### src/inc/flash_decode_pkg.sv
// Constants and types shared by the boot flash bank decoder.
package flash_decode_pkg;
  // Avalon register map, word addresses on a 32-bit data bus.
  localparam logic [3:0] ADDR_CTRL   = 4'h0;
  localparam logic [3:0] ADDR_STATUS = 4'h1;
  localparam logic [3:0] ADDR_ID     = 4'h2;
  // Control register fields.
  localparam int CTRL_VEC_A    = 0;
  localparam int CTRL_VEC_B    = 1;
  localparam int CTRL_ALIAS    = 2;
  localparam int CTRL_BURST    = 3;
  // Status register fields.
  localparam int STAT_WIDTH_LO = 0;
  localparam int STAT_ORDER    = 4;
  localparam int STAT_WERR     = 5;
  localparam int STAT_WIDTH_W  = 4;
  // Identification word, value arbitrary.
  localparam logic [31:0] BLOCK_ID = 32'h0000_0a5c;
  // Boot window occupies the top 1 MB: address bits 31..20 all set.
  localparam logic [11:0] BOOT_WINDOW_TAG = 12'hfff;
  // Widths in bits of the two flash banks.
  localparam logic [4:0] BANK_A_BITS = 5'h10;
  localparam logic [4:0] BANK_B_BITS = 5'h10;
  // Burst length in bytes on the on-board flash port with page mode.
  localparam logic [4:0] PAGE_BURST_BYTES = 5'h10;
  localparam logic [4:0] SINGLE_BYTES     = 5'h02;
  // Bytes per data lane swap: legacy every four, normal every one.
  localparam logic [2:0] SWAP_LEGACY = 3'h4;
  localparam logic [2:0] SWAP_NORMAL = 3'h1;
  // Transfer sizes for writes into the on-board bank.
  typedef enum logic [1:0] {SIZE_BYTE, SIZE_HALF, SIZE_WORD, SIZE_DWORD} xfer_size_t;
  typedef enum logic [1:0] {TGT_NONE, TGT_BANK_A, TGT_BANK_B, TGT_SDRAM} boot_target_t;
endpackage : flash_decode_pkg

### src/boot_flash_bank_decode.sv
// Boot window decoder and flash port configuration for two flash banks.
//
// The address map and the Avalon-MM slave port are this design's own decisions.
module boot_flash_bank_decode
  import flash_decode_pkg::*;
(
  input  wire logic        clock,
  input  wire logic        rst,
  input  wire logic        bank_b_boot_select,
  input  wire logic        order_jumper,
  input  wire logic [31:0] cpu_addr,
  input  wire logic        cpu_valid,
  input  wire logic        cpu_write,
  input  wire logic [1:0]  cpu_size,
  input  wire logic [3:0]  avs_address,
  input  wire logic        avs_read,
  input  wire logic        avs_write,
  input  wire logic [31:0] avs_writedata,
  input  wire logic [3:0]  avs_byteenable,
  output logic [31:0]      avs_readdata,
  output logic             avs_waitrequest,
  output logic             sel_bank_a,
  output logic             sel_bank_b,
  output logic             sel_sdram,
  output logic             write_refused,
  output logic [4:0]       bank_a_burst_bytes,
  output logic [2:0]       bank_b_swap_bytes
);

  // Three-stage synchronisers for the two pins; a change counts when stages two and three agree.
  logic [2:0] sel_sync;
  logic [2:0] ord_sync;
  logic       sel_level;
  logic       ord_level;
  logic       strap_done;
  logic [2:0] strap_settle;
  logic       boot_vec_en_bank_a;
  logic       boot_vec_en_bank_b;
  logic       sdram_boot_alias_en;
  logic       page_burst_en;
  logic       sticky_werr;
  logic       ack;

  always_ff @(posedge clock or posedge rst) begin
    if (rst) begin
      sel_sync <= 3'h0;
      ord_sync <= 3'h0;
    end else begin
      sel_sync <= {sel_sync[1:0], bank_b_boot_select};
      ord_sync <= {ord_sync[1:0], order_jumper};
    end
  end

  // Filtered levels follow only when the last two stages agree.
  always_ff @(posedge clock or posedge rst) begin
    if (rst) begin
      sel_level <= 1'b0;
      ord_level <= 1'b0;
    end else begin
      if (sel_sync[1] == sel_sync[2]) begin
        sel_level <= sel_sync[2];
      end
      if (ord_sync[1] == ord_sync[2]) begin
        ord_level <= ord_sync[2];
      end
    end
  end

  // Bus decode wires.
  wire hit_ctrl   = avs_address == ADDR_CTRL;
  wire hit_status = avs_address == ADDR_STATUS;
  wire hit_id     = avs_address == ADDR_ID;
  // Writes land at the edge where waitrequest is seen low, the one edge the master counts.
  wire ctrl_wr    = avs_write && ack && hit_ctrl && avs_byteenable[0];
  wire strap_load = !strap_done && strap_settle[2] && (sel_sync[1] == sel_sync[2]) &&
                    (sel_level == sel_sync[2]);

  // Settle marker: fills with ones after release, so the strap is never taken from the
  // reset zeros of the synchroniser before the pin has travelled through all three stages.
  always_ff @(posedge clock or posedge rst) begin
    if (rst) begin
      strap_settle <= 3'h0;
    end else begin
      strap_settle <= {strap_settle[1:0], 1'b1};
    end
  end

  // The strap is taken a few cycles after reset release, once the filter has settled,
  // so a pin that was still moving at release is not latched half-way.
  always_ff @(posedge clock or posedge rst) begin
    if (rst) begin
      strap_done <= 1'b0;
    end else if (strap_load) begin
      strap_done <= 1'b1;
    end
  end

  // Vector enables: power-up strap first, software may rewrite them later.
  always_ff @(posedge clock or posedge rst) begin
    if (rst) begin
      boot_vec_en_bank_a <= 1'b1;
      boot_vec_en_bank_b <= 1'b0;
    end else if (strap_load) begin
      // bank A default, B by select
      boot_vec_en_bank_a <= !sel_level;
      boot_vec_en_bank_b <= sel_level;
    end else if (ctrl_wr) begin
      boot_vec_en_bank_a <= avs_writedata[CTRL_VEC_A];
      boot_vec_en_bank_b <= avs_writedata[CTRL_VEC_B];
    end
  end

  // Software-only bits of the control register.
  always_ff @(posedge clock or posedge rst) begin
    if (rst) begin
      sdram_boot_alias_en <= 1'b0;
      page_burst_en       <= 1'b0;
    end else if (ctrl_wr) begin
      sdram_boot_alias_en <= avs_writedata[CTRL_ALIAS];
      page_burst_en       <= avs_writedata[CTRL_BURST];
    end
  end

  // Boot window and routing priority: bank A, then bank B, then SDRAM alias, else nothing.
  wire in_window = cpu_addr[31:20] == BOOT_WINDOW_TAG;
  boot_target_t target;
  always_comb begin
    target = TGT_NONE;
    if (in_window) begin
      if (boot_vec_en_bank_a) begin
        target = TGT_BANK_A;
      end else if (boot_vec_en_bank_b) begin
        target = TGT_BANK_B;
      end else if (sdram_boot_alias_en) begin
        target = TGT_SDRAM;
      end else begin
        target = TGT_NONE;
      end
    end
  end

  // Write size check for the on-board bank; words would split across the 16-bit path badly.
  xfer_size_t wsize;
  assign wsize = xfer_size_t'(cpu_size);
  wire size_ok = (wsize == SIZE_BYTE) || (wsize == SIZE_HALF && !cpu_addr[0]);
  // refuse bad writes to bank A
  wire bad_write = cpu_valid && cpu_write && target == TGT_BANK_A && !size_ok;

  // Selects are registered; a refused write never reaches bank A.
  always_ff @(posedge clock or posedge rst) begin
    if (rst) begin
      sel_bank_a    <= 1'b0;
      sel_bank_b    <= 1'b0;
      sel_sdram     <= 1'b0;
      write_refused <= 1'b0;
    end else begin
      sel_bank_a    <= cpu_valid && target == TGT_BANK_A && !bad_write;
      sel_bank_b    <= cpu_valid && target == TGT_BANK_B;
      sel_sdram     <= cpu_valid && target == TGT_SDRAM;
      write_refused <= bad_write;
    end
  end

  // Sticky error flag: a new error in the clearing cycle wins over the clear.
  wire werr_clr = avs_write && ack && hit_status && avs_writedata[STAT_WERR];
  always_ff @(posedge clock or posedge rst) begin
    if (rst) begin
      sticky_werr <= 1'b0;
    end else if (bad_write) begin
      sticky_werr <= 1'b1;
    end else if (werr_clr) begin
      sticky_werr <= 1'b0;
    end
  end

  // Port configuration outputs.
  always_ff @(posedge clock or posedge rst) begin
    if (rst) begin
      bank_a_burst_bytes <= SINGLE_BYTES;
      bank_b_swap_bytes  <= SWAP_LEGACY;
    end else begin
      bank_a_burst_bytes <= page_burst_en ? PAGE_BURST_BYTES : SINGLE_BYTES;
      bank_b_swap_bytes  <= ord_level ? SWAP_NORMAL : SWAP_LEGACY;
    end
  end

  // Read mux. Width fields are constants: the hardware settles them, software cannot.
  logic [31:0] ctrl_word;
  logic [31:0] stat_word;
  always_comb begin
    ctrl_word = 32'h0;
    ctrl_word[CTRL_VEC_A] = boot_vec_en_bank_a;
    ctrl_word[CTRL_VEC_B] = boot_vec_en_bank_b;
    ctrl_word[CTRL_ALIAS] = sdram_boot_alias_en;
    ctrl_word[CTRL_BURST] = page_burst_en;
    stat_word = 32'h0;
    stat_word[STAT_WIDTH_LO +: STAT_WIDTH_W] = BANK_A_BITS[4:1];
    stat_word[STAT_ORDER] = ord_level;
    stat_word[STAT_WERR]  = sticky_werr;
  end
  wire [31:0] read_mux = hit_ctrl   ? ctrl_word :
                         hit_status ? stat_word :
                         hit_id     ? BLOCK_ID  : 32'h0;

  // One wait cycle: request seen, answer at the next edge with waitrequest low. Waitrequest
  // is a flop of its own so the pin carries no gate after the clock.
  wire next_ack = (avs_read || avs_write) && !ack;
  always_ff @(posedge clock or posedge rst) begin
    if (rst) begin
      ack             <= 1'b0;
      avs_waitrequest <= 1'b1;
      avs_readdata    <= 32'h0;
    end else begin
      ack             <= next_ack;
      avs_waitrequest <= !next_ack;
      avs_readdata    <= (avs_read && !ack) ? read_mux : avs_readdata;
    end
  end

  // Checks.
  a_route_bank_a: assert property (@(posedge clock) disable iff (rst)
    cpu_valid && in_window && boot_vec_en_bank_a && !bad_write |=> sel_bank_a)
    else $error("bank A not selected");
  a_route_bank_b: assert property (@(posedge clock) disable iff (rst)
    cpu_valid && in_window && !boot_vec_en_bank_a && boot_vec_en_bank_b |=> sel_bank_b)
    else $error("bank B not selected");
  a_alias_sdram: assert property (@(posedge clock) disable iff (rst)
    cpu_valid && in_window && !boot_vec_en_bank_a && !boot_vec_en_bank_b
    && sdram_boot_alias_en |=> sel_sdram && !sel_bank_a)
    else $error("sdram alias missed");
  a_window_none: assert property (@(posedge clock) disable iff (rst)
    cpu_valid && !(boot_vec_en_bank_a || boot_vec_en_bank_b || sdram_boot_alias_en)
    |=> !sel_bank_a && !sel_bank_b && !sel_sdram)
    else $error("window decoded with nothing enabled");
  a_write_size: assert property (@(posedge clock) disable iff (rst)
    bad_write |=> write_refused && !sel_bank_a ##1 sticky_werr || bad_write)
    else $error("bad write reached bank A");
  a_strap_vec: assert property (@(posedge clock) disable iff (rst)
    strap_load |=> boot_vec_en_bank_b == $past(sel_level) && boot_vec_en_bank_a != boot_vec_en_bank_b)
    else $error("strap not loaded");
  a_burst_size: assert property (@(posedge clock) disable iff (rst)
    page_burst_en && !ctrl_wr |=> ##1 bank_a_burst_bytes == PAGE_BURST_BYTES)
    else $error("burst size wrong");
  a_order_swap: assert property (@(posedge clock) disable iff (rst)
    ord_level |=> bank_b_swap_bytes == SWAP_NORMAL)
    else $error("ordering swap wrong");
  a_bus_answer: assert property (@(posedge clock) disable iff (rst)
    (avs_read || avs_write) && avs_waitrequest |=> !avs_waitrequest)
    else $error("bus answer late");

  // Bus handshake: waitrequest is low for one cycle and read data is the decoded word.
  a_bus_release: assert property (@(posedge clock) disable iff (rst)
    !avs_waitrequest |=> avs_waitrequest)
    else $error("waitrequest held low");
  a_read_data: assert property (@(posedge clock) disable iff (rst)
    avs_read && avs_waitrequest |=> avs_readdata == $past(read_mux))
    else $error("read data not the selected word");

  // Routing outside the window, exclusive selects, the sticky write error flag and the alias enable write.
  a_window_outside: assert property (@(posedge clock) disable iff (rst)
    cpu_valid && !in_window |=> !sel_bank_a && !sel_bank_b && !sel_sdram)
    else $error("access outside boot window selected");
  a_sdram_exclusive: assert property (@(posedge clock) disable iff (rst)
    sel_sdram |-> !sel_bank_a && !sel_bank_b)
    else $error("sdram and flash selected together");
  a_werr_set_wins: assert property (@(posedge clock) disable iff (rst)
    bad_write |=> sticky_werr)
    else $error("write error flag lost");
  a_ctrl_write: assert property (@(posedge clock) disable iff (rst)
    ctrl_wr && !strap_load |=> sdram_boot_alias_en == $past(avs_writedata[CTRL_ALIAS]))
    else $error("alias enable not written");

  // Port settings follow their sources one cycle later.
  a_burst_single: assert property (@(posedge clock) disable iff (rst)
    !page_burst_en |=> bank_a_burst_bytes == SINGLE_BYTES)
    else $error("single burst size wrong");
  a_legacy_swap: assert property (@(posedge clock) disable iff (rst)
    !ord_level |=> bank_b_swap_bytes == SWAP_LEGACY)
    else $error("legacy ordering wrong");
  c_boot_a: cover property (@(posedge clock) disable iff (rst) sel_bank_a);
  c_boot_b: cover property (@(posedge clock) disable iff (rst) sel_bank_b);
  c_sdram:  cover property (@(posedge clock) disable iff (rst) sel_sdram);
  c_refuse: cover property (@(posedge clock) disable iff (rst) write_refused);
  c_page_burst: cover property (@(posedge clock) disable iff (rst)
    bank_a_burst_bytes == PAGE_BURST_BYTES);

endmodule : boot_flash_bank_decode
### config.mk
export PLATFORM = sky130hd
export DESIGN_NAME = boot_flash_bank_decode
export DESIGN_NICKNAME = d
export VERILOG_FILES = /design/src/inc/flash_decode_pkg.sv /design/src/boot_flash_bank_decode.sv
export SDC_FILE = /design/constraint.sdc
export NUM_CORES = 1
export LEC_CHECK = 0
export BUFFER_PORTS_ARGS = -buffer_cell sky130_fd_sc_hd__buf_4
export CAP_MARGIN = 30
export CORE_MARGIN = 5
export CORE_UTILIZATION = 30
export DETAILED_ROUTE_END_ITERATION = 7
export HOLD_SLACK_MARGIN = 0.06
export PLACE_DENSITY = 0.72
export SYNTH_ARGS = -nofsm -noshare
export SYNTH_HDL_FRONTEND = slang
export SYNTH_SLANG_ARGS = --single-unit
### constraint.sdc
create_clock -name clock -period 1.5 [get_ports clock]
set_input_delay 0.075 -clock clock [delete_from_list [all_inputs] [get_ports clock]]
set_output_delay 0.075 -clock clock [all_outputs]
set_load 0.03 [all_outputs]
==> out/metrics.csv, run 1 <==
metric;value;unit
worstPathArrival;1.57;ns
fin_crit_sh;94.3;%
drtIter0Drc;27;
htree_levels;2;
rows;26;
skew;0.00460;ns
clk_path_buf_depth;2;
chipWidth;81.3;µm
path_cells;or3_4 -> a21oi_2 -> nor2b_1 -> a211o_1;
slowest_delay;0.41;ns
post_drt_wl_per_cell;10.4;µm
die_area;0.00661;mm²
ant_nets;0;
drt-total-wl;2.78;mm
path_class;reg2reg;
setup_viol_count_final;0;
fin_cells;267;
p_leak;1.00;nW
hold_ws;0.0800;ns
root_buffer;clkbuf_8;
setup.worst_path.start_class;register;
start_util;30.4;%
hold_viol;0;
insertion_delay;0.27;ns
drive_gt1_share;35.0;%
status;complete, no violations;
syn_area;0.00152;mm²
numCtsBuffers;5;
tns;0;ns
hpwlAfterDp;2.24;mm
slowest_stage;or3_4;
syn_avg_cell_area;11.2;µm²
yosys.area.top_type;dfrtp_1;
path_max_fanout;3;
grtUsageTotal;8.71;%
maxCapViolations;0;
hold_class;in2reg;
yosysSeqAreaShare;56.2;%
rsz0062_at_grt;no;
grt_antenna_before_repair;0;
critPathRequiredTime;1.66;ns
routabilityCongestion;0.724;
drc;0;
grt_first_pass_wirelength;4.35;mm
yosys_warnings;0;
tritoncts;done;
coreArea;0.00501;mm²
cts.sinks;34;
first_pass_iters;2;
place_inst;253;
vias_per_cell;3.86;
end_kind;register;
grt_pass1_vias;1004;
netlist_top_cells_area;dfrtp_1 (49%), buf_4 (14%), dfstp_2 (6.9%);
irDropWorstVdd;0.794;mV
portBuffers;50;
num_antenna_cells;0;
pin_count;127;
fmax;707;MHz
synth-seq-cells;34;
syn2layout_area_growth;32.5;%
syn_inst;136;
fp.dieH;81.3;µm
clkTransAtPathRegs;0.06;ns
maxSlewViolCount;0;
overflow;0;
pre_cts_ws;0.0886;ns
synth.top_cell.area_share;49.3;%
num_vias;1031;
timing.final.crit_period;1.41;ns
power_density;1020;mW/mm²
grt_max_degree;35;
ys_types;32;
nNetsFinal;279;
setup_slack;0.0862;ns
routing by layer:
metal / track usage (%) / up-vias / part of all wire [%]
li1: - / 520 / -
met1: 9.52 / 473 / 37
met2: 15.3 / 36 / 55
met3: 3.33 / 2 / 7.2
met4: 3.04 / 0 / 0.50
met5: 0 / - / 0
cell type report:
type / instances / area (µm²)
fillers: 531 / 2990
multi-input cells: 94 / 529
clock inverters: 2 / 10.0
clock buffers: 5 / 68.8
well taps: 70 / 87.6
repair buffers: 58 / 453
flip-flops and latches: 34 / 856
inverters: 4 / 15.0
synthesized netlist by cell type (all sizes together):
| library cell | count |
|---|---|
| a211o | 1 |
| a211oi | 1 |
| a21o | 3 |
| a21oi | 3 |
| and2 | 2 |
| and3 | 1 |
| and3b | 1 |
| buf | 29 |
| clkbuf | 1 |
| conb | 2 |
| dfrtp | 30 |
| dfstp | 4 |
| inv | 4 |
| maj3 | 2 |
| mux2 | 2 |
| nand2 | 13 |
| nand2b | 2 |
| nand3 | 5 |
| nand3b | 1 |
| nand4 | 3 |
| nor2 | 5 |
| nor2b | 4 |
| nor3 | 3 |
| nor3b | 1 |
| nor4 | 3 |
| o21ai | 7 |
| o41ai | 1 |
| or2 | 1 |
| or3 | 1 |
registers in the layout, summed over array words and instances (netlist names):
signal               flops
avs_readdata             7
ord_sync                 3
sel_sync                 3
strap_settle             3
bank_a_burst_bytes       2
bank_b_swap_bytes        2
ack                      1
avs_waitrequest          1
boot_vec_en_bank_a       1
boot_vec_en_bank_b       1
ord_level                1
page_burst_en            1
sdram_boot_alias_en      1
sel_bank_a               1
sel_bank_b               1
sel_level                1
sel_sdram                1
sticky_werr              1
strap_done               1
write_refused            1
through the flow:
| stage | instance area (µm²) | power, mW | utilization [%] |
|---|---|---|---|
| 2_1_floorplan | 1620 | 1.37 | - |
| 3_3_place_gp | 1870 | 1.46 | 37.3 |
| 3_5_place_dp | 1870 | 1.47 | 37.3 |
| 4_1_cts | 2020 | 2.11 | 40.3 |
| 5_1_grt | 2020 | 2.19 | 40.3 |
| 6_report | 2020 | 2.07 | 40.3 |
kinds of logic (layout without fill, tap and decap cells):
group	Yosys count	count (layout)	synth area share, %
AO/OA/AOI/OAI	16	16	6.65
other	2	28	0.493
flip-flops	34	34	56.2
buffers and inverters	34	69	15.5
AND/OR/NAND/NOR	46	46	17.9
multiplexers	2	2	1.97
adder cells (fa/ha/maj)	2	2	1.31
what timing repair did:
item                                   4_1_cts  5_1_grt
hold buffers                                 7        0
gates resized for setup                      0        0
buffers inserted                             0        0
endpoints found under the hold margin       35        0
placed cells by master (no fill, tap or decap), types with 2 or more instances in the layout:
| master | synthesis | routed |
|---|---|---|
| nor3_1 | 3 | 3 |
| dlygate4sd3_1 | 0 | 7 |
| inv_1 | 4 | 4 |
| nand4_1 | 2 | 2 |
| o21ai_0 | 7 | 7 |
| nand2b_1 | 2 | 2 |
| buf_4 | 29 | 51 |
| dfstp_2 | 4 | 4 |
| nor4_1 | 2 | 2 |
| conb_1 | 2 | 28 |
| a21oi_1 | 2 | 2 |
| nand3_1 | 5 | 5 |
| a21o_1 | 3 | 3 |
| nor2b_1 | 4 | 4 |
| clkbuf_8 | 0 | 5 |
| nor2_1 | 5 | 5 |
| maj3_1 | 2 | 2 |
| nand2_1 | 13 | 13 |
| clkinv_2 | 0 | 2 |
| and2_1 | 2 | 2 |
| mux2_4 | 2 | 2 |
| dfrtp_1 | 30 | 30 |
critical path, delay by kind of cell (launching register included):
kind / cells / cell delay, ns
AND/OR/NAND/NOR: 2 / 0.47
AO/OA/AOI/OAI: 2 / 0.44
flip-flops: 1 / 0.40
report_power, final:
| group | switching (mW) | internal (mW) |
|---|---|---|
| clock network | 0.289 | 0.311 |
| registers | 0.0524 | 1.00 |
| logic | 0.246 | 0.163 |
| total | 0.587 | 1.48 |
final timing paths:
check,startpoint,cells past startpoint,slack (ns),end
min in group asynchronous,rst,4,0.45,ack
min,cpu_write,3,0.08,write_refused
min reg2reg,strap_settle[0],0,0.35,strap_settle[1]
max in group asynchronous,rst,4,0.72,bank_a_burst_bytes[1]
max,sel_level,4,0.09,boot_vec_en_bank_b
max reg2reg,sel_level,4,0.09,boot_vec_en_bank_b
Note: power is estimated with default switching activity, not from simulation.
==> inputs of run 2 (changes only) <==
--- a/config.mk
+++ b/config.mk
@@ -7,7 +7,6 @@
 export LEC_CHECK = 0
 export BUFFER_PORTS_ARGS = -buffer_cell sky130_fd_sc_hd__buf_4
 export CAP_MARGIN = 30
-export CORE_MARGIN = 5
 export CORE_UTILIZATION = 30
 export DETAILED_ROUTE_END_ITERATION = 7
 export HOLD_SLACK_MARGIN = 0.06
==> out/metrics.csv, run 2 (synthesis gave the netlist of run 1 again) <==
metric;value;unit;change
reg2reg_from;sel_level;;
slowest_stage;dfrtp_1;;
clk_path_buf_depth;2;;unchanged
mostFrequentLayoutCells;buf_4 (52), dfrtp_1 (30), conb_1 (28);;
multi_input_area;529;µm²;unchanged
hold_buffers;7;;unchanged
tritoncts;done;;
routabilityCongestion;0.742;;+2.5%
grt_max_degree;35;;unchanged
end_kind;register;;
cts.sinks;34;;unchanged
chipWidth;73.3;µm;-9.8%
top_register;avs_readdata;;
largest_reg_flops;7;;unchanged
start_util;31.6;%;+1.2 points
worstHoldStart;cpu_write;;
critPathLaunch;sel_level;;
insertion_delay;0.29;ns;+0.02 ns
clkTransAtPathRegs;0.07;ns;about the same
grt_antenna_before_repair;0;;unchanged
critPathBufInv;0;;unchanged
maxSlewViolCount;0;;unchanged
rows;25;;-3.8%
power_density;1060;mW/mm²;+3.4%
first_pass_iters;4;;+2
worstPathArrival;1.59;ns;+0.02 ns
drtIter0Drc;43;;+59%
irDropWorstVdd;0.550;mV;-31%
setup_slack;0.0849;ns;-0.00134 ns
p_leak;1.01;nW;+0.79%
finalPower;2.16;mW;+4.5%
timing.final.crit_period;1.42;ns;+0.00134 ns
setup_viol_count_final;0;;unchanged
layout_commonest_cell;buf_4;;
grt_first_pass_wirelength;4.11;mm;-5.5%
post_cts.repair.setup_buffers;0;;unchanged
num_antenna_cells;0;;unchanged
die_area;0.00537;mm²;-19%
reg2regPathDepth;4;;unchanged
vias_per_cell;3.97;;+2.8%
drc;0;;unchanged
min_path_cells;3;;unchanged
nNetsFinal;280;;+0.36%
reg2reg_slack;0.08;ns;about the same
hold_class;in2reg;;
cts_resized;0;;unchanged
rsz0062_at_grt;no;;
setup.worst_path.start_class;register;;
ant_nets;0;;unchanged
htree_levels;2;;unchanged
tns;0;ns;unchanged
post_drt_wl_per_cell;10.0;µm;-3.5%
cp_top_family;simple AND/OR/NAND/NOR gates;;
path_cells;or3_4 -> a21oi_2 -> nor2b_1 -> a211o_1;;
portBuffers;50;;unchanged
root_buffer;clkbuf_8;;
pin_count;127;;unchanged
seqCellArea;856;µm²;unchanged
drive_gt1_share;35.7;%;+0.65 points
numCtsBuffers;5;;unchanged
path_class;reg2reg;;
hold_viol;0;;unchanged
drt-total-wl;2.67;mm;-3.8%
fin_crit_sh;94.3;%;about the same
syn2layout_area_growth;33.8;%;
fmax;707;MHz;about the same
overflow;0;;unchanged
fp.dieH;73.3;µm;-9.8%
final.fill_count;494;;-7.0%
critPathRequiredTime;1.68;ns;+0.02 ns
maxCapViolations;0;;unchanged
pre_cts_ws;0.0895;ns;+0.000922 ns
path_depth;4;;unchanged
num_vias;1056;;+2.4%
grtUsageTotal;10.9;%;+2.1 points
status;complete, no violations;;
coreArea;0.00482;mm²;-3.8%
hpwlAfterDp;1.99;mm;-11%
skew;0.00845;ns;+0.00385 ns
slowest_delay;0.40;ns;about the same
grt_pass1_vias;908;;-9.6%
path_max_fanout;3;;unchanged
run 2: changes by cell type in the layout (fill, tap and decap cells not counted), sizes merged:
| cell | change |
|---|---|
| buf | +1 |
| clkbuf | +1 |
| clkinv | -1 |
| clkinvlp | +1 |
run 2: metal layers:
layer | GRT usage (%) | wire (µm) | vias to the layer above
met5 | 0 | 0 | -
met4 | 7.19 | 56 | 0
met3 | 4.66 | 233 | 7
met2 | 16.3 | 1230 | 43
met1 | 12.6 | 1150 | 483
li1 | - | - | 523
run 2: final cells by class:
cell class              instances  area share, %
inverters                       4          0.736
multi-input cells              94           26.0
well taps                      67           4.11
clock inverters                 2          0.613
repair buffers                 59           22.6
clock buffers                   6           4.05
flip-flops and latches         34           42.0
run 2: path summary, 6_finish.rpt:
kind,end
hold / removal,write_refused
max in group asynchronous,bank_a_burst_bytes[1]
setup / recovery,boot_vec_en_bank_b
hold reg to reg,strap_settle[2]
min in group asynchronous,strap_settle[2]
setup reg to reg,boot_vec_en_bank_b
run 2: through the flow:
stage | cells | utilization [%] | instance area [µm²] | hold WS (ns)
after detailed placement | 251 | 38.9 | 1870 | 0.186
after floorplan | 162 | - | 1620 | 0.106
after global routing | 266 | 42.3 | 2040 | 0.0757
after CTS | 266 | 42.3 | 2040 | 0.0604
after global placement | 251 | 38.9 | 1870 | 0.184
final | 266 | 42.3 | 2040 | 0.0602
run 2: worst min-delay path, stage by stage:
cell	delay [ns]
buf_4	0.11
nand2_1	0.06
nor2b_1	0.06
run 2: where the power goes:
group          internal (mW)  switching, mW  total [mW]
Clock                  0.368          0.324       0.693
Sequential              1.00         0.0509        1.05
Combinational          0.165          0.245       0.410
==> inputs of run 3 (changes only) <==
--- a/config.mk
+++ b/config.mk
@@ -7,10 +7,12 @@
 export LEC_CHECK = 0
 export BUFFER_PORTS_ARGS = -buffer_cell sky130_fd_sc_hd__buf_4
 export CAP_MARGIN = 30
+export CORE_ASPECT_RATIO = 0.75
 export CORE_UTILIZATION = 30
 export DETAILED_ROUTE_END_ITERATION = 7
 export HOLD_SLACK_MARGIN = 0.06
 export PLACE_DENSITY = 0.72
+export RECOVER_POWER = 50
 export SYNTH_ARGS = -nofsm -noshare
 export SYNTH_HDL_FRONTEND = slang
 export SYNTH_SLANG_ARGS = --single-unit
==> out/metrics.csv, run 3 (synthesis gave the netlist of run 1 again) <==
metric;value;unit;change
worstHoldStart;avs_address[1];;
htree_levels;2;;unchanged
start_util;31.1;%;-0.53 points
drc;4;;+4
root_buffer;clkbuf_8;;
fmax;696;MHz;-1.5%
numCtsBuffers;5;;unchanged
portBuffers;50;;unchanged
cts.sinks;34;;unchanged
nNetsFinal;281;;+0.36%
maxCapViolations;0;;unchanged
path_max_fanout;3;;unchanged
fin_crit_sh;95.8;%;+1.5 points
layout_commonest_cell;buf_4;;
setup.worst_path.start_class;register;;
setup_viol_count_final;0;;unchanged
slowest_stage;or3_4;;
first_pass_iters;8;;+4
grt_pass1_vias;1009;;+11%
rsz0062_at_grt;no;;
top_register;avs_readdata;;
tightest_slew;0.850;ns;
routabilityCongestion;0.733;;-1.3%
path_class;reg2reg;;
drive_gt1_share;35.0;%;-0.68 points
tns;0;ns;unchanged
path_cells;or3_4 -> a21oi_2 -> nor2b_1 -> a211o_1;;
critPathBufInv;0;;unchanged
reg2regPathDepth;4;;unchanged
critPathLaunch;sel_level;;
pre_cts_ws;0.0716;ns;-0.0179 ns
chipWidth;84.3;µm;+15%
post_cts.repair.setup_buffers;0;;unchanged
num_vias;1073;;+1.6%
hpwlAfterDp;2.14;mm;+7.5%
clkTransAtPathRegs;0.08;ns;about the same
status;finished, violations left;;
grt_first_pass_wirelength;4.60;mm;+12%
p_leak;1.01;nW;about the same
crit_end;boot_vec_en_bank_b;;
violations;DRC;;
num_antenna_cells;0;;unchanged
skew;0.00992;ns;+0.00148 ns
maxSlewViolCount;0;;unchanged
rows;22;;-12%
syn2layout_area_growth;32.9;%;
fp.dieH;63.7;µm;-13%
path_depth;4;;unchanged
pin_count;127;;unchanged
drt-total-wl;2.86;mm;+7.2%
irDropWorstVdd;0.422;mV;-23%
tritoncts;done;;
slew_headroom;43.3;%;
grt_max_degree;35;;unchanged
timing.final.crit_period;1.44;ns;+0.0221 ns
grt_antenna_before_repair;0;;unchanged
cp_top_family;simple AND/OR/NAND/NOR gates;;
clk_path_buf_depth;2;;unchanged
largest_reg_flops;7;;unchanged
critPathRequiredTime;1.67;ns;about the same
coreArea;0.00490;mm²;+1.7%
die_area;0.00537;mm²;about the same
hold_class;in2reg;;
overflow;0;;unchanged
worstPathArrival;1.61;ns;+0.02 ns
slowest_delay;0.41;ns;about the same
end_kind;register;;
mostFrequentLayoutCells;buf_4 (48), dfrtp_1 (30), conb_1 (28);;
vias_per_cell;4.13;;+4.0%
hold_viol;0;;unchanged
r2r_end;boot_vec_en_bank_b;;
ant_nets;0;;unchanged
post_drt_wl_per_cell;11.0;µm;+9.7%
grtUsageTotal;11.5;%;+0.60 points
reg2reg_from;sel_level;;
drtIter0Drc;35;;-19%
setup_slack;0.0628;ns;-0.0221 ns
reg2reg_slack;0.06;ns;-0.02 ns
power_density;1050;mW/mm²;-0.65%
insertion_delay;0.29;ns;about the same
run 3: cell count changes in the layout (fill, tap and decap cells not counted):
| cell | previous run | this run |
|---|---|---|
| buf_4 | 52 | 48 |
| clkbuf_4 | 0 | 3 |
| clkbuf_1 | 0 | 1 |
| clkbuf_2 | 0 | 1 |
| clkbuf_8 | 6 | 5 |
| clkinv_2 | 1 | 2 |
| clkinvlp_4 | 1 | 0 |
| dlygate4sd3_1 | 7 | 8 |
run 3: layer usage:
metal,GRT usage [%],wire length (µm),vias to the layer above
li1,-,-,524
met1,14.2,1320,506
met2,17.5,1300,37
met3,4.72,199,6
met4,5.17,46,0
met5,0,0,-
run 3: metrics by stage:
stage | hold slack (ns) | util (%) | cell area (µm²) | instances | power [mW]
2_1_floorplan | 0.106 | - | 1620 | 162 | 1.37
3_3_place_gp | 0.185 | 38.1 | 1870 | 244 | 1.47
3_5_place_dp | 0.185 | 38.1 | 1870 | 244 | 1.48
4_1_cts | 0.0656 | 41.4 | 2030 | 260 | 2.15
5_1_grt | 0.0894 | 41.3 | 2030 | 260 | 2.25
6_report | 0.0754 | 41.3 | 2030 | 260 | 2.13
run 3: area by class of cell:
cell class              instances  area [µm²]
inverters                       4        15.0
clock inverters                 2        10.0
flip-flops and latches         34         856
fillers                       494        2870
repair buffers                 60         468
well taps                      60        75.1
multi-input cells              94         529
clock buffers                   6        72.6
run 3: timing repair:
| action | CTS | global route |
|---|---|---|
| setup endpoints to repair | 0 | 0 |
| gates resized for setup | 0 | 0 |
| endpoints found under the hold margin | 36 | 0 |
| hold buffers | 8 | 0 |
run 3: report_power, final:
group,internal [mW],switching [mW]
clock network,0.322,0.337
registers,1.00,0.0512
logic,0.166,0.249
total,1.49,0.638
run 3: worst min-delay path by stage:
stage                 endpoint  slack (ns)  cells after the start
6_report       avs_readdata[9]        0.08                      3
5_1_grt        avs_readdata[9]        0.09                      3
4_1_cts        avs_readdata[9]        0.07                      3
3_5_place_dp       sel_sync[0]        0.19                      1
3_3_place_gp       sel_sync[0]        0.18                      1
2_1_floorplan      ord_sync[0]        0.11                      0
run 3: tightest hold or removal path, delay by kind of cell:
kind,cells,cell delay (ns)
buffers and inverters,1,0.14
AND/OR/NAND/NOR,1,0.05
AO/OA/AOI/OAI,1,0.06
